<file path="config.mk">
export PLATFORM = sky130hd
export DESIGN_NAME = dlp_limit_ctrl
export DESIGN_NICKNAME = d
export VERILOG_FILES = /design/src/hw/dlp_pkg.sv /design/src/hw/dlp_term_decode.sv /design/src/hw/dlp_limit_ctrl.sv
export SDC_FILE = /design/constraint.sdc
export NUM_CORES = 1
export LEC_CHECK = 0
export ABC_AREA = 0
export ABC_CLOCK_PERIOD_IN_PS = 6600
export BUFFER_PORTS_ARGS = -buffer_cell sky130_fd_sc_hd__buf_2
export CORE_MARGIN = 2
export CORE_UTILIZATION = 53
export DETAILED_ROUTE_END_ITERATION = 10
export PLACE_DENSITY_LB_ADDON = 0.15
export SYNTH_ARGS = -nofsm -noshare
export SYNTH_HDL_FRONTEND = slang
export SYNTH_SLANG_ARGS = --single-unit
export TNS_END_PERCENT = 100
</file>
<file path="constraint.sdc">
create_clock -name clk -period 6.6 [get_ports clk]
set_input_delay 0.66 -clock clk [delete_from_list [all_inputs] [get_ports clk]]
set_output_delay 0.66 -clock clk [all_outputs]
set_load 0.01 [all_outputs]
</file>
<file path="src/hw/dlp_pkg.sv">
/*
 * Shared constants and types of the drive limit prohibition block:
 * APB register offsets, field positions, reset values, limit modes,
 * stop methods, status bit positions and the stop control carrier.
 * Assumes a single 10 MHz control clock and a 32-bit APB register bus.
 */
package dlp_pkg;

    // ************************************************************
    // Register map (byte addresses)
    // ************************************************************
    localparam int unsigned DLP_ADDR_W        = 8;
    localparam logic [7:0]  DLP_OFS_CFG       = 8'h00;
    localparam logic [7:0]  DLP_OFS_INSEL1    = 8'h04;
    localparam logic [7:0]  DLP_OFS_INSEL2    = 8'h08;
    localparam logic [7:0]  DLP_OFS_QSTOP_TRQ = 8'h0C;
    localparam logic [7:0]  DLP_OFS_OFLOW_LVL = 8'h10;
    localparam logic [7:0]  DLP_OFS_OVRUN_LVL = 8'h14;
    localparam logic [7:0]  DLP_OFS_STATUS    = 8'h18;
    localparam logic [7:0]  DLP_OFS_MASK      = 8'h1C;
    localparam logic [7:0]  DLP_OFS_STATE     = 8'h20;

    // ************************************************************
    // Field positions
    // ************************************************************
    localparam int unsigned DLP_CFG_MODE_LSB  = 0;
    localparam int unsigned DLP_CFG_STOP_LSB  = 4;
    localparam int unsigned DLP_SEL_POS_LSB   = 0;
    localparam int unsigned DLP_SEL_SPD_LSB   = 8;
    localparam int unsigned DLP_SEL_NC_BIT    = 7;
    localparam int unsigned DLP_ST_PROHIB     = 0;
    localparam int unsigned DLP_ST_OFLOW      = 1;
    localparam int unsigned DLP_ST_OVRUN      = 2;
    localparam int unsigned DLP_ST_FWD        = 3;
    localparam int unsigned DLP_ST_REV        = 4;
    localparam int unsigned DLP_ST_W          = 5;

    // ************************************************************
    // Codes and reset values
    // ************************************************************
    localparam logic [6:0]  DLP_FN_FWD        = 7'h01;
    localparam logic [6:0]  DLP_FN_REV        = 7'h02;
    localparam logic [1:0]  DLP_MODE_STOP     = 2'h0;
    localparam logic [1:0]  DLP_MODE_OFF      = 2'h1;
    localparam logic [1:0]  DLP_MODE_ALARM    = 2'h2;
    localparam logic [1:0]  DLP_STOP_DYNBRK   = 2'h0;
    localparam logic [1:0]  DLP_STOP_FREERUN  = 2'h1;
    localparam logic [1:0]  DLP_STOP_QUICK    = 2'h2;
    localparam logic [1:0]  DLP_RST_MODE      = 2'h1;
    localparam logic [1:0]  DLP_RST_STOP      = 2'h0;
    localparam logic [31:0] DLP_RST_INSEL1    = 32'h00828282;
    localparam logic [31:0] DLP_RST_INSEL2    = 32'h00818181;
    localparam logic [15:0] DLP_RST_QSTOP_TRQ = 16'h0000;
    localparam logic [31:0] DLP_RST_OFLOW_LVL = 32'h00010000;
    localparam logic [31:0] DLP_RST_OVRUN_LVL = 32'h00020000;
    localparam logic [15:0] DLP_TRQ_UNLIMITED = 16'hFFFF;

    // Stop sequence commands towards motion and error counter logic
    typedef struct packed {
        logic dyn_brake;
        logic free_run;
        logic quick_stop;
        logic servo_lock;
        logic fwd_torque_zero;
        logic rev_torque_zero;
        logic err_hold;
        logic err_clear;
    } dlp_stop_ctl_t;

endpackage

</file>
<file path="src/hw/dlp_term_decode.sv">
/*
 * Limit terminal decoder: synchronises each contact input and maps it
 * through its input selector to the forward or reverse limit function.
 * Assumes pins are asynchronous to clk and selectors are static-ish.
 */
module dlp_term_decode #(
    parameter int unsigned N_TERM = 2
) (
    input  wire logic                   clk,       // Control clock
    input  wire logic                   reset_n,   // Sync reset, low
    input  wire logic [N_TERM-1:0]      term_pin,  // 1 = contact shorted
    input  wire logic [N_TERM-1:0][31:0] term_sel, // Selector per terminal
    input  wire logic                   pos_ctrl,  // 1 = position control
    output logic                        fwd_trip,  // Forward limit active
    output logic                        rev_trip   // Reverse limit active
);
    import dlp_pkg::*;

    logic [N_TERM-1:0] sync_a;
    logic [N_TERM-1:0] sync_b;
    logic [N_TERM-1:0] fwd_hit;
    logic [N_TERM-1:0] rev_hit;

    // ************************************************************
    // Per-terminal synchroniser and function decode
    // ************************************************************
    for (genvar t = 0; t < N_TERM; t++) begin : g_term
        logic [7:0] fn;
        logic       active;

        // Two stages so a metastable pin sample never reaches the decision logic; contact bounce is not filtered
        always_ff @(posedge clk) begin
            if (!reset_n) begin
                sync_a[t] <= 1'b0;
                sync_b[t] <= 1'b0;
            end else begin
                sync_a[t] <= term_pin[t];
                sync_b[t] <= sync_a[t];
            end
        end

        // Control mode picks the selector byte; NC logic trips on open
        assign fn = pos_ctrl ? term_sel[t][DLP_SEL_POS_LSB +: 8]
                             : term_sel[t][DLP_SEL_SPD_LSB +: 8];
        assign active = fn[DLP_SEL_NC_BIT] ? ~sync_b[t] : sync_b[t];
        assign fwd_hit[t] = active && (fn[6:0] == DLP_FN_FWD);
        assign rev_hit[t] = active && (fn[6:0] == DLP_FN_REV);
    end

    // Any terminal carrying the function can trip it
    assign fwd_trip = |fwd_hit;
    assign rev_trip = |rev_hit;

endmodule

</file>
<file path="src/hw/dlp_limit_ctrl.sv">
/*
 * Drive limit prohibition controller: watches the forward and reverse
 * travel limits, blocks motion toward a tripped limit, runs the chosen
 * stop sequence, raises the prohibition, overflow and overrun alarms,
 * and caps torque during an immediate stop. APB slave for settings.
 * Assumes motion logic reports zero speed and absolute position error.
 */

// How it works
// - Inactive limit input stops the motor
// - Selectors default to reverse, forward, NC
// - Mode 0: open forward blocks forward only
// - Mode 0: open reverse blocks reverse only
// - Mode 0: both open raises prohibition alarm
// - Mode 1 ignores both limit inputs
// - Mode 2: either open raises alarm
// - Mode 0 trip runs selected stop sequence
// - Brake or free-run, zero torque, hold counter
// - Immediate stop, servo lock, clear counter twice
// - Immediate stop caps torque at setting
// - Prohibition inactive by default until mode set
// - Selectors choose terminal and contact logic
// - Fast-stop position error raises overflow/overrun
module dlp_limit_ctrl (
    input  wire logic                  clk,           // 10 MHz control clock
    input  wire logic                  reset_n,       // Sync reset, low
    input  wire logic                  psel,          // APB select
    input  wire logic                  penable,       // APB enable
    input  wire logic                  pwrite,        // APB write
    input  wire logic [7:0]            paddr,         // APB byte address
    input  wire logic [31:0]           pwdata,        // APB write data
    output logic [31:0]                prdata,        // APB read data
    output logic                       pready,        // APB ready
    output logic                       pslverr,       // APB error
    input  wire logic [1:0]            term_pin,      // Limit contacts, 1=shorted
    input  wire logic                  pos_ctrl,      // 1 = position control
    input  wire logic                  motor_stopped, // Zero speed reached
    input  wire logic [31:0]           pos_err_abs,   // Position error size
    output dlp_pkg::dlp_stop_ctl_t     stop_ctl,      // Stop sequence commands
    output logic [15:0]                torque_limit,  // Torque ceiling
    output logic                       alarm_prohib,  // Prohibition alarm
    output logic                       alarm_oflow,   // Counter overflow alarm
    output logic                       alarm_ovrun,   // Overrun alarm
    output logic                       irq            // Interrupt, level
);
    import dlp_pkg::*;

    typedef enum logic [1:0] {DLP_IDLE, DLP_DECEL, DLP_HOLD} dlp_state_t;

    logic [1:0]          limit_mode;
    logic [1:0]          limit_stop_method;
    logic [31:0]         input_sel_first;
    logic [31:0]         input_sel_second;
    logic [15:0]         quick_stop_torque;
    logic [31:0]         pos_err_overflow_level;
    logic [31:0]         overrun_level;
    logic [DLP_ST_W-1:0] status;
    logic [DLP_ST_W-1:0] mask;
    logic [DLP_ST_W-1:0] events;
    logic                fwd_trip;
    logic                rev_trip;
    logic                fwd_forbid;
    logic                rev_forbid;
    logic                fwd_forbid_q;
    logic                rev_forbid_q;
    logic                prohib_c;
    logic                oflow_c;
    logic                ovrun_c;
    logic                trip_any;
    logic [1:0]          method_q;
    dlp_state_t          state;
    dlp_state_t          next_state;
    dlp_stop_ctl_t       next_ctl;
    logic                apb_acc;
    logic                apb_wr;
    logic                hit;
    logic [31:0]         rd_mux;

    // ************************************************************
    // Limit terminals
    // ************************************************************
    dlp_term_decode #(
        .N_TERM (2)
    ) u_decode (
        .clk      (clk),
        .reset_n  (reset_n),
        .term_pin (term_pin),
        .term_sel ({input_sel_second, input_sel_first}),
        .pos_ctrl (pos_ctrl),
        .fwd_trip (fwd_trip),
        .rev_trip (rev_trip)
    );

    // ************************************************************
    // Prohibition and alarm decisions
    // ************************************************************
    // Mode 1 (and the unused code 3) leave both limits without effect
    assign fwd_forbid = fwd_trip && (limit_mode == DLP_MODE_STOP
                        || limit_mode == DLP_MODE_ALARM);
    assign rev_forbid = rev_trip && (limit_mode == DLP_MODE_STOP
                        || limit_mode == DLP_MODE_ALARM);
    assign trip_any   = fwd_forbid || rev_forbid;
    assign prohib_c   = (limit_mode == DLP_MODE_STOP && fwd_trip && rev_trip)
                     || (limit_mode == DLP_MODE_ALARM && (fwd_trip || rev_trip));
    // Only the fast stop can overshoot enough to matter here
    assign oflow_c = pos_ctrl && state == DLP_DECEL && method_q == DLP_STOP_QUICK
                     && pos_err_abs > pos_err_overflow_level;
    assign ovrun_c = pos_ctrl && state == DLP_DECEL && method_q == DLP_STOP_QUICK
                     && pos_err_abs > overrun_level;

    // Alarm outputs follow their conditions one cycle late
    always_ff @(posedge clk) begin
        if (!reset_n) begin
            alarm_prohib <= 1'b0;
            alarm_oflow  <= 1'b0;
            alarm_ovrun  <= 1'b0;
            fwd_forbid_q <= 1'b0;
            rev_forbid_q <= 1'b0;
        end else begin
            alarm_prohib <= prohib_c;
            alarm_oflow  <= oflow_c;
            alarm_ovrun  <= ovrun_c;
            fwd_forbid_q <= fwd_forbid;
            rev_forbid_q <= rev_forbid;
        end
    end

    // ************************************************************
    // Stop sequence
    // ************************************************************
    // Method is latched at the trip so a late setting change cannot
    // switch braking style in the middle of a deceleration
    always_comb begin
        next_state = state;
        next_ctl   = '0;
        case (state)
            DLP_IDLE: begin
                if (trip_any) begin
                    next_state = DLP_DECEL;
                end
            end
            DLP_DECEL: begin
                if (!trip_any) begin
                    next_state = DLP_IDLE;
                end else if (motor_stopped) begin
                    next_state = DLP_HOLD;
                end
            end
            DLP_HOLD: begin
                if (!trip_any) begin
                    next_state = DLP_IDLE;
                end
            end
            default: begin
                next_state = DLP_IDLE;
            end
        endcase
        if (next_state == DLP_DECEL) begin
            case (state == DLP_IDLE ? limit_stop_method : method_q)
                DLP_STOP_DYNBRK: begin
                    next_ctl.dyn_brake = 1'b1;
                    next_ctl.err_hold  = 1'b1;
                end
                DLP_STOP_FREERUN: begin
                    next_ctl.free_run        = 1'b1;
                    next_ctl.fwd_torque_zero = fwd_forbid;
                    next_ctl.rev_torque_zero = rev_forbid;
                    next_ctl.err_hold        = 1'b1;
                end
                DLP_STOP_QUICK: begin
                    next_ctl.quick_stop = 1'b1;
                    next_ctl.err_clear  = (state == DLP_IDLE);
                end
                default: begin
                    next_ctl.dyn_brake = 1'b1;
                    next_ctl.err_hold  = 1'b1;
                end
            endcase
        end else if (next_state == DLP_HOLD) begin
            if (method_q == DLP_STOP_QUICK) begin
                next_ctl.servo_lock = 1'b1;
                next_ctl.err_clear  = (state == DLP_DECEL);
            end else begin
                next_ctl.fwd_torque_zero = fwd_forbid;
                next_ctl.rev_torque_zero = rev_forbid;
                next_ctl.err_hold        = 1'b1;
            end
        end
    end

    // State, method latch and command outputs
    always_ff @(posedge clk) begin
        if (!reset_n) begin
            state        <= DLP_IDLE;
            method_q     <= DLP_RST_STOP;
            stop_ctl     <= '0;
            torque_limit <= DLP_TRQ_UNLIMITED;
        end else begin
            state    <= next_state;
            stop_ctl <= next_ctl;
            if (state == DLP_IDLE && trip_any) begin
                method_q <= limit_stop_method;
            end
            torque_limit <= next_ctl.quick_stop ? quick_stop_torque
                                                : DLP_TRQ_UNLIMITED;
        end
    end

    // ************************************************************
    // APB slave
    // ************************************************************
    // One wait state: pready is a flop so all outputs stay registered
    assign apb_acc = psel && penable && !pready;
    assign apb_wr  = psel && penable && pready && pwrite;
    assign events  = {rev_forbid && !rev_forbid_q, fwd_forbid && !fwd_forbid_q,
                      ovrun_c && !alarm_ovrun, oflow_c && !alarm_oflow,
                      prohib_c && !alarm_prohib};

    // Read decode and map membership
    always_comb begin
        hit    = 1'b1;
        rd_mux = 32'h00000000;
        case (paddr)
            DLP_OFS_CFG: begin
                rd_mux[DLP_CFG_MODE_LSB +: 2] = limit_mode;
                rd_mux[DLP_CFG_STOP_LSB +: 2] = limit_stop_method;
            end
            DLP_OFS_INSEL1:    rd_mux = input_sel_first;
            DLP_OFS_INSEL2:    rd_mux = input_sel_second;
            DLP_OFS_QSTOP_TRQ: rd_mux[15:0] = quick_stop_torque;
            DLP_OFS_OFLOW_LVL: rd_mux = pos_err_overflow_level;
            DLP_OFS_OVRUN_LVL: rd_mux = overrun_level;
            DLP_OFS_STATUS:    rd_mux[DLP_ST_W-1:0] = status;
            DLP_OFS_MASK:      rd_mux[DLP_ST_W-1:0] = mask;
            DLP_OFS_STATE: begin
                rd_mux[1:0] = state;
                rd_mux[2]   = fwd_forbid;
                rd_mux[3]   = rev_forbid;
                rd_mux[5:4] = method_q;
            end
            default: hit = 1'b0;
        endcase
    end

    // Bus answer flops
    always_ff @(posedge clk) begin
        if (!reset_n) begin
            pready  <= 1'b0;
            pslverr <= 1'b0;
            prdata  <= 32'h00000000;
        end else begin
            pready  <= apb_acc;
            pslverr <= apb_acc && !hit;
            prdata  <= (apb_acc && !pwrite) ? rd_mux : 32'h00000000;
        end
    end

    // Settings registers; selectors default to NC limit mapping
    always_ff @(posedge clk) begin
        if (!reset_n) begin
            limit_mode             <= DLP_RST_MODE;
            limit_stop_method      <= DLP_RST_STOP;
            input_sel_first        <= DLP_RST_INSEL1;
            input_sel_second       <= DLP_RST_INSEL2;
            quick_stop_torque      <= DLP_RST_QSTOP_TRQ;
            pos_err_overflow_level <= DLP_RST_OFLOW_LVL;
            overrun_level          <= DLP_RST_OVRUN_LVL;
            mask                   <= '0;
        end else if (apb_wr) begin
            case (paddr)
                DLP_OFS_CFG: begin
                    limit_mode        <= pwdata[DLP_CFG_MODE_LSB +: 2];
                    limit_stop_method <= pwdata[DLP_CFG_STOP_LSB +: 2];
                end
                DLP_OFS_INSEL1:    input_sel_first        <= pwdata;
                DLP_OFS_INSEL2:    input_sel_second       <= pwdata;
                DLP_OFS_QSTOP_TRQ: quick_stop_torque      <= pwdata[15:0];
                DLP_OFS_OFLOW_LVL: pos_err_overflow_level <= pwdata;
                DLP_OFS_OVRUN_LVL: overrun_level          <= pwdata;
                DLP_OFS_MASK:      mask                   <= pwdata[DLP_ST_W-1:0];
                default: begin
                end
            endcase
        end
    end

    // Sticky events: a set in the clearing cycle wins over the clear
    always_ff @(posedge clk) begin
        if (!reset_n) begin
            status <= '0;
            irq    <= 1'b0;
        end else begin
            status <= (status & ~((apb_wr && paddr == DLP_OFS_STATUS)
                      ? pwdata[DLP_ST_W-1:0] : '0)) | events;
            irq    <= |(((status & ~((apb_wr && paddr == DLP_OFS_STATUS)
                      ? pwdata[DLP_ST_W-1:0] : '0)) | events) & mask);
        end
    end
endmodule

</file>
==> report_table.html, run 1 <==
<table>
<tr><th>Metric</th><th>Value</th></tr>
<tr><th colspan="2">Outcome</th></tr>
<tr><td>Outcome</td><td>finished, final reports clean</td></tr>
<tr><th colspan="2">Final layout</th></tr>
<tr><td>Final nets</td><td>~1.5k</td></tr>
<tr><td>Total of fill cells in the finished design</td><td>1781</td></tr>
<tr><td>Commonest non-fill, non-tap cells in the layout</td><td>sky130_fd_sc_hd__nand2_1 (324), sky130_fd_sc_hd__dfxtp_1 (230), sky130_fd_sc_hd__buf_2 (141)</td></tr>
<tr><td>Fraction of layout cells with a size suffix above 1</td><td>16.3%</td></tr>
<tr><td>Synthesis-to-finish area growth</td><td>16.3%</td></tr>
<tr><td>Most common cell after layout, fill and taps aside</td><td>sky130_fd_sc_hd__nand2_1</td></tr>
<tr><th colspan="2">Clocking</th></tr>
<tr><td>Count of buffers added by post-CTS timing repair for setup</td><td>0</td></tr>
<tr><td>Total of hold buffers inserted after clock tree synthesis</td><td>0</td></tr>
<tr><td>Worst-path clk slew</td><td>0.06 ns</td></tr>
<tr><td>CTS Root Buffer Type</td><td>sky130_fd_sc_hd__clkbuf_16</td></tr>
<tr><td>CTS Sinks</td><td>230</td></tr>
<tr><td>Clock buffer count from CTS</td><td>25</td></tr>
<tr><td>Clk_lat worst skew</td><td>0.53 ns</td></tr>
<tr><td>Maximum count of clock buffers along a single path</td><td>3</td></tr>
<tr><td>H-tree levels</td><td>1</td></tr>
<tr><td>CTS tree</td><td>yes</td></tr>
<tr><td>Resized Gates After CTS</td><td>0</td></tr>
<tr><th colspan="2">Floorplan</th></tr>
<tr><td>Area of the core region</td><td>20100 sq um</td></tr>
<tr><td>Site Rows</td><td>52</td></tr>
<tr><td>Overall die width</td><td>147 microns</td></tr>
<tr><td>Die outline area</td><td>21500 sq um</td></tr>
<tr><td>Starting Density</td><td>53.7%</td></tr>
<tr><td>Die span in y</td><td>147 microns</td></tr>
<tr><td>Number of top-level pins</td><td>143</td></tr>
<tr><th colspan="2">Power and ir drop</th></tr>
<tr><td>Max VDD drop</td><td>0.198 mV</td></tr>
<tr><td>Power density normalized to cell area</td><td>235 nW/um^2</td></tr>
<tr><td>Leak Pwr</td><td>4.70 nW</td></tr>
<tr><th colspan="2">Synth</th></tr>
<tr><td>Async set-or-reset flop fraction in the synthesized netlist</td><td>0%</td></tr>
<tr><td>Number of standard cells after synthesis</td><td>1285</td></tr>
<tr><td>Post-synthesis area per instance</td><td>between 8 and 9 sq um</td></tr>
<tr><td>Register bit count reported by yosys</td><td>230</td></tr>
<tr><td>Proportion of synthesized chip area in sequential cells</td><td>42.7%</td></tr>
<tr><td>Leading post-synthesis cells by cell area</td><td>sky130_fd_sc_hd__dfxtp_1 (43%), sky130_fd_sc_hd__nand2_1 (11%), sky130_fd_sc_hd__a21boi_0 (8.0%), sky130_fd_sc_hd__ha_1 (7.7%), sky130_fd_sc_hd__a22oi_1 (3.6%)</td></tr>
<tr><td>Library cell with the largest summed area after synthesis</td><td>sky130_fd_sc_hd__dfxtp_1</td></tr>
<tr><td>Synthesized netlist net count</td><td>1432</td></tr>
<tr><td>Area share of the leading cell type in the synthesized netlist</td><td>between 40% and 50%</td></tr>
<tr><td>Syn. warnings</td><td>0</td></tr>
<tr><td>Number of enable-type register cells in the synthesized netlist</td><td>0</td></tr>
<tr><td>Synth Flop Type</td><td>sky130_fd_sc_hd__dfxtp_1</td></tr>
<tr><td>Post-Syn Area</td><td>10800 sq um</td></tr>
<tr><td>Synth cell types</td><td>62</td></tr>
<tr><th colspan="2">Worst setup path</th></tr>
<tr><td>FF-to-FF path depth</td><td>7</td></tr>
<tr><td>Register-to-register setup slack</td><td>approximately 3.9 ns</td></tr>
<tr><td>Critical path destination</td><td>pos_err_overflow_level[17]</td></tr>
<tr><td>Arrival time of the worst setup path</td><td>3.21 ns</td></tr>
<tr><td>Element type at the critical path start</td><td>input port</td></tr>
<tr><td>Worst Path Class, Setup</td><td>input port to flop</td></tr>
<tr><td>Critical path capture point type</td><td>flop</td></tr>
<tr><td>Launching element of the worst setup path</td><td>paddr[5]</td></tr>
<tr><td>Capture point of the worst reg-to-reg path</td><td>torque_limit[15]</td></tr>
<tr><td>CP max FO</td><td>34</td></tr>
<tr><td>Worst endpoint required time</td><td>7.00 ns</td></tr>
<tr><td>FF-to-FF Start</td><td>input_sel_first[10]</td></tr>
<tr><th colspan="2">Timing</th></tr>
<tr><td>Post-route setup slack</td><td>3.79 ns</td></tr>
<tr><td>RSZ-0062 raised after global routing</td><td>no</td></tr>
<tr><td>Final setup skew</td><td>0.0126 ns</td></tr>
<tr><td>Final setup violating endpoints</td><td>0</td></tr>
<tr><td>Final critical-path required period</td><td>2.81 ns</td></tr>
<tr><td>Part of the cycle the worst path needs</td><td>42.5%</td></tr>
<tr><td>Final max-slew violation count</td><td>0</td></tr>
<tr><td>Max frequency</td><td>356 MHz</td></tr>
<tr><td>Relative max-transition margin</td><td>about a third</td></tr>
<tr><td>Slew @ Worst Pin</td><td>0.988 ns</td></tr>
<tr><td>Final Hold Viols</td><td>0</td></tr>
<tr><td>Final setup TNS</td><td>0 ns</td></tr>
<tr><th colspan="2">GRT</th></tr>
<tr><td>Pin count of the biggest net entering global routing</td><td>112</td></tr>
<tr><td>Global route overflow</td><td>0</td></tr>
<tr><td>Vias in the first global route</td><td>9057</td></tr>
<tr><td>Global-route wire length before repair</td><td>48300 microns</td></tr>
<tr><td>Total track usage</td><td>27.9%</td></tr>
<tr><td>Number of antenna violations at the first check in global routing</td><td>2</td></tr>
<tr><th colspan="2">Route</th></tr>
<tr><td>Initial DRC count</td><td>902</td></tr>
<tr><td>WL final</td><td>30400 microns</td></tr>
<tr><td>Overall via count from detail_route</td><td>9600</td></tr>
<tr><td>DRC</td><td>0</td></tr>
<tr><td>Wire length per cell</td><td>18.0 microns</td></tr>
<tr><td>Via/cell ratio</td><td>5.69</td></tr>
<tr><td>Pre-antenna DRT Iters</td><td>7</td></tr>
<tr><td>Post-detailed-route count of antenna-violating nets</td><td>0</td></tr>
<tr><th colspan="2">Placement</th></tr>
<tr><td>DP Worst Slack</td><td>3.32 ns</td></tr>
<tr><td>Placer congestion estimate</td><td>0.903</td></tr>
<tr><td>Number of buffers inserted by port buffering</td><td>between 100 and 150</td></tr>
<tr><td>Post-DP HPWL</td><td>around 21000 microns</td></tr>
<tr><th colspan="2">Run</th></tr>
<tr><td>Max-cap violations</td><td>0</td></tr>
<tr><th colspan="2">Hold path</th></tr>
<tr><td>Startpoint of the most critical hold path</td><td>term_pin[1]</td></tr>
<tr><td>Worst min path class</td><td>input port to flop</td></tr>
<tr><td>Hold depth</td><td>2</td></tr>
</table>
-- power by group --
group          leakage, nW  switching (mW)  internal, mW
combinational         2.43          0.0846        0.0588
clock                0.416           0.562         0.851
sequential            1.85        0.000868          1.39
-- final cells by class --
| type | instances | area, sq um | share of cell area [%] |
|---|---|---|---|
| Timing Repair Buffer | 157 | 826 | 6.58 |
| Sequential cell | 230 | 4600 | 36.7 |
| Multi-Input combinational cell | 895 | 5600 | 44.6 |
| Clock inverter | 9 | 101 | 0.808 |
| Inverter | 89 | 334 | 2.66 |
| Antenna cell | 2 | 5.00 | 0.0399 |
| Clock buffer | 36 | 737 | 5.87 |
| Tap cell | 270 | 338 | 2.69 |
-- registers in the layout, summed over array words and instances (netlist names), 8 cells and up --
signal                  count
overrun_level              32
prdata                     32
torque_limit               16
input_sel_second           32
input_sel_first            32
stop_ctl                    8
pos_err_overflow_level     32
quick_stop_torque          16
-- kinds of logic after synthesis --
group,synth area share (%)
AOI/OAI and AO/OA,22.0
xor gates and xnor gates,0.487
adders and majority gates,7.65
buffers and inverters,5.85
DFF,42.7
muxes,1.30
and+or+nand+nor,20.0
-- routing by layer --
layer	share of wire [%]	track usage, %	up-vias
met1	42	37.0	4481
met2	46	46.2	393
met4	3.3	9.37	0
li1	-	-	4653
met5	0	0	-
met3	8.0	4.66	73
-- worst max-delay path, cell delays in order --
cell and delay [ns]:
sky130_fd_sc_hd__buf_2 0.11, sky130_fd_sc_hd__or4b_1 0.77, sky130_fd_sc_hd__nor2_2 0.18, sky130_fd_sc_hd__buf_4 0.42, sky130_fd_sc_hd__nand2_1 0.48, sky130_fd_sc_hd__buf_4 0.38
sky130_fd_sc_hd__nand2_1 0.10, sky130_fd_sc_hd__a21boi_0 0.09
-- worst min-delay path by stage --
stage / endpoint / slack (ns)
3_3_place_gp: u_decode.sync_b[1] / 0.42
2_1_floorplan: u_decode.sync_b[0] / 0.41
6_report: u_decode.sync_a[1] / 0.34
4_1_cts: u_decode.sync_a[0] / 0.32
3_5_place_dp: u_decode.sync_b[1] / 0.43
5_1_grt: u_decode.sync_a[1] / 0.35
-- cells in the mapped netlist, types with 4 or more instances --
cell and n:
sky130_fd_sc_hd__nand2_1 324, sky130_fd_sc_hd__dfxtp_1 230, sky130_fd_sc_hd__a21boi_0 115, sky130_fd_sc_hd__inv_1 89, sky130_fd_sc_hd__ha_1 66, sky130_fd_sc_hd__a21oi_1 63
sky130_fd_sc_hd__clkbuf_1 61, sky130_fd_sc_hd__a22oi_1 52, sky130_fd_sc_hd__nand3_1 26, sky130_fd_sc_hd__a21boi_1 23, sky130_fd_sc_hd__nor2_1 23, sky130_fd_sc_hd__o21ai_0 15
sky130_fd_sc_hd__mux2i_1 14, sky130_fd_sc_hd__nand4_1 13, sky130_fd_sc_hd__nor2b_1 12, sky130_fd_sc_hd__a222oi_1 11, sky130_fd_sc_hd__a31oi_1 10, sky130_fd_sc_hd__nor4_1 10
sky130_fd_sc_hd__or2_2 10, sky130_fd_sc_hd__o211ai_1 9, sky130_fd_sc_hd__or2_1 9, sky130_fd_sc_hd__a221oi_1 8, sky130_fd_sc_hd__nor3_1 8, sky130_fd_sc_hd__and2_1 7
sky130_fd_sc_hd__a21o_1 6, sky130_fd_sc_hd__buf_2 6, sky130_fd_sc_hd__nor3_2 4, sky130_fd_sc_hd__nor3b_1 4, sky130_fd_sc_hd__or3_1 4, sky130_fd_sc_hd__xor2_1 4
-- metrics by stage --
stage	hold slack [ns]	area (sq um)	util [%]	instances	total power [mW]
after CTS	0.323	12500	62.4	1686	2.97
after global placement	0.420	11700	58.2	1641	1.56
final	0.340	12500	62.4	1688	2.95
after floorplan	0.412	10800	-	1285	1.50
after global routing	0.349	12500	62.4	1687	3.03
after detailed placement	0.425	11700	58.2	1641	1.56
Note: power is estimated with default switching activity, not from simulation.
==> run 2: changes to the inputs <==
--- a/config.mk
+++ b/config.mk
@@ -6,7 +6,7 @@
 export NUM_CORES = 1
 export LEC_CHECK = 0
 export ABC_AREA = 0
-export ABC_CLOCK_PERIOD_IN_PS = 6600
+export ABC_CLOCK_PERIOD_IN_PS = 2950
 export BUFFER_PORTS_ARGS = -buffer_cell sky130_fd_sc_hd__buf_2
 export CORE_MARGIN = 2
 export CORE_UTILIZATION = 53
==> constraint.sdc (replaced) <==
create_clock -name clk -period 2.95 [get_ports clk]
set_input_delay 0.295 -clock clk [delete_from_list [all_inputs] [get_ports clk]]
set_output_delay 0.295 -clock clk [all_outputs]
set_load 0.01 [all_outputs]
==> run 2 against run 1 <==
Against the previous run:
- critical path type is now flop to flop
- wire length up 1.0%
- critical endpoint is now irq
- cell count unchanged
- non-clock buffer count up 8
- largest cell class unchanged
==> report_table.html, run 2 (synthesized netlist as in run 1, its figures left out) <==
<table>
<tr><th>Metric</th><th>Value</th></tr>
<tr><th colspan="2">Outcome</th></tr>
<tr><td>Outcome</td><td>finished, final reports clean</td></tr>
<tr><th colspan="2">Timing</th></tr>
<tr><td>RSZ-0062 raised after global routing</td><td>no</td></tr>
<tr><td>Worst-case hold slack</td><td>0.0243 ns</td></tr>
<tr><td>Final critical-path required period</td><td>2.60 ns</td></tr>
<tr><td>Final max-slew violation count</td><td>0</td></tr>
<tr><td>Relative max-transition margin</td><td>55.5%</td></tr>
<tr><td>Post-route setup slack</td><td>~0.35 ns</td></tr>
<tr><td>Final setup violating endpoints</td><td>0</td></tr>
<tr><td>Final Hold Viols</td><td>0</td></tr>
<tr><td>Final setup skew</td><td>roughly 0.014 ns</td></tr>
<tr><td>Max frequency</td><td>~380 MHz</td></tr>
<tr><td>Slew @ Worst Pin</td><td>about 0.66 ns</td></tr>
<tr><td>Final setup TNS</td><td>0 ns</td></tr>
<tr><td>Part of the cycle the worst path needs</td><td>88.2%</td></tr>
<tr><th colspan="2">Floorplan</th></tr>
<tr><td>Die span in y</td><td>147 microns</td></tr>
<tr><td>Number of top-level pins</td><td>around 140</td></tr>
<tr><td>Site Rows</td><td>52</td></tr>
<tr><td>Die outline area</td><td>between 20000 and 25000 sq um</td></tr>
<tr><td>Starting Density</td><td>53.7%</td></tr>
<tr><td>Overall die width</td><td>147 microns</td></tr>
<tr><td>Area of the core region</td><td>20100 sq um</td></tr>
<tr><th colspan="2">Worst setup path</th></tr>
<tr><td>CP max FO</td><td>3</td></tr>
<tr><td>Register-to-register setup slack</td><td>0.35 ns</td></tr>
<tr><td>Element type at the critical path start</td><td>flop</td></tr>
<tr><td>CP Cell Sequence</td><td>inv_1, ha_1, and4_1, nand2_1, nor4_1, nor4bb_1, or3_1, o21ba_2, o221ai_1</td></tr>
<tr><td>Maximum single-stage delay on the critical path</td><td>about 0.57 ns</td></tr>
<tr><td>Critical path capture point type</td><td>flop</td></tr>
<tr><td>Critical path's slowest cell</td><td>sky130_fd_sc_hd__nor4_1</td></tr>
<tr><td>Worst Path Class, Setup</td><td>flop to flop</td></tr>
<tr><td>Worst endpoint required time</td><td>3.33 ns</td></tr>
<tr><td>Arrival time of the worst setup path</td><td>~3.0 ns</td></tr>
<tr><th colspan="2">Clocking</th></tr>
<tr><td>CTS tree</td><td>yes</td></tr>
<tr><td>CTS Root Buffer Type</td><td>sky130_fd_sc_hd__clkbuf_16</td></tr>
<tr><td>H-tree levels</td><td>1</td></tr>
<tr><td>Clk_lat worst skew</td><td>0.52 ns</td></tr>
<tr><td>Maximum count of clock buffers along a single path</td><td>3</td></tr>
<tr><td>Clock buffer count from CTS</td><td>24</td></tr>
<tr><td>Worst-path clk slew</td><td>0.06 ns</td></tr>
<tr><td>CTS Sinks</td><td>230</td></tr>
<tr><th colspan="2">Final layout</th></tr>
<tr><td>Synthesis-to-finish area growth</td><td>16.3%</td></tr>
<tr><td>Most common cell after layout, fill and taps aside</td><td>sky130_fd_sc_hd__nand2_1</td></tr>
<tr><td>Commonest non-fill, non-tap cells in the layout</td><td>sky130_fd_sc_hd__nand2_1 (324), sky130_fd_sc_hd__dfxtp_1 (230), sky130_fd_sc_hd__buf_2 (141)</td></tr>
<tr><td>Fraction of layout cells with a size suffix above 1</td><td>16.0%</td></tr>
<tr><td>Area of all placed cells without fillers</td><td>12500 sq um</td></tr>
<tr><td>Final nets</td><td>1552</td></tr>
<tr><td>Share of the core filled with cells</td><td>62.4%</td></tr>
<tr><th colspan="2">Power and ir drop</th></tr>
<tr><td>Switching Fraction</td><td>21.8%</td></tr>
<tr><td>Max VDD drop</td><td>0.420 mV</td></tr>
<tr><td>Combinational group share of total power</td><td>5.1%</td></tr>
<tr><td>Power density normalized to cell area</td><td>505 nW/um^2</td></tr>
<tr><td>Leak Pwr</td><td>4.69 nW</td></tr>
<tr><td>Internal power of the cells</td><td>just under 5 mW</td></tr>
<tr><td>Sw Pwr</td><td>1.38 mW</td></tr>
<tr><td>Clock network power share</td><td>a little under half</td></tr>
<tr><td>Sequential group share of total power</td><td>between 40% and 50%</td></tr>
<tr><th colspan="2">Route</th></tr>
<tr><td>Initial DRC count</td><td>921</td></tr>
<tr><td>Post-detailed-route count of antenna-violating nets</td><td>0</td></tr>
<tr><td>WL final</td><td>30700 microns</td></tr>
<tr><td>Wire length per cell</td><td>18.2 microns</td></tr>
<tr><td>DRC</td><td>0</td></tr>
<tr><td>Overall via count from detail_route</td><td>9693</td></tr>
<tr><td>Pre-antenna DRT Iters</td><td>6</td></tr>
<tr><td>Via/cell ratio</td><td>between 5 and 6</td></tr>
<tr><th colspan="2">Placement</th></tr>
<tr><td>Number of buffers inserted by port buffering</td><td>between 100 and 150</td></tr>
<tr><td>Placer congestion estimate</td><td>0.895</td></tr>
<tr><td>Post-DP Area</td><td>11800 sq um</td></tr>
<tr><td>Post-DP HPWL</td><td>20700 microns</td></tr>
<tr><td>DP Worst Slack</td><td>0.331 ns</td></tr>
<tr><th colspan="2">GRT</th></tr>
<tr><td>Vias in the first global route</td><td>9228</td></tr>
<tr><td>Number of antenna violations at the first check in global routing</td><td>3</td></tr>
<tr><td>Global route overflow</td><td>0</td></tr>
<tr><td>Total track usage</td><td>approximately 28%</td></tr>
<tr><td>Global-route wire length before repair</td><td>roughly 49000 microns</td></tr>
<tr><td>Pin count of the biggest net entering global routing</td><td>147</td></tr>
<tr><th colspan="2">Run</th></tr>
<tr><td>Max-cap violations</td><td>0</td></tr>
<tr><th colspan="2">Hold path</th></tr>
<tr><td>Worst min path class</td><td>input port to flop</td></tr>
</table>
[run 2: power groups by stage]
| stage | clock [mW] | combinational, mW | sequential (mW) |
|---|---|---|---|
| after floorplan | 0 | 0.168 | 3.18 |
| after global placement | 0 | 0.313 | 3.18 |
| after detailed placement | 0 | 0.317 | 3.18 |
| after CTS | 2.95 | 0.320 | 3.11 |
| after global routing | 3.08 | 0.355 | 3.11 |
| final | 2.91 | 0.323 | 3.11 |
[run 2: metrics by stage]
stage,power [mW],instances
3_3_place_gp,3.49,1648
2_1_floorplan,3.35,1285
5_1_grt,6.54,1687
3_5_place_dp,3.50,1648
6_report,6.34,1688
4_1_cts,6.38,1685
[run 2: timing repair]
action / 4_1_cts / 5_1_grt
hold endpoints to repair: 1 / 0
hold buffers: 1 / 0
setup buffers: 0 / 0
gates resized for setup: 0 / 0
[run 2: worst max-delay path, delay by kind of cell (launching register included)]
kind | cells | cell delay (ns)
compound gates | 2 | 0.27
fa+ha+maj | 1 | 0.30
buf+inv | 1 | 0.06
flops | 1 | 0.36
simple gates | 5 | 1.45
[run 2: final cells by class]
cell class / instances / area [sq um]
Inverter: 89 / 334
Antenna cell: 3 / 7.51
Tap cell: 270 / 338
Sequential cell: 230 / 4600
Clock inverter: 2 / 38.8
Timing Repair Buffer: 165 / 938
Fill cell: 1784 / 7560
Clock buffer: 34 / 699
Multi-Input combinational cell: 895 / 5590
[run 2: per-layer routing]
layer | track usage, % | routed length (microns)
met4 | 9.61 | 967
met1 | 36.8 | 12800
met2 | 47.1 | 14500
met3 | 6.34 | 2400
met5 | 0 | 0
[run 2: path summary, 6_finish.rpt]
| path | depth (start not counted) | from | endpoint |
|---|---|---|---|
| hold reg to reg | 1 | u_decode.sync_a[0] | u_decode.sync_b[0] |
| setup / recovery | 9 | pos_err_overflow_level[30] | irq |
| hold / removal | 2 | term_pin[0] | u_decode.sync_a[0] |
| setup reg to reg | 9 | pos_err_overflow_level[30] | irq |
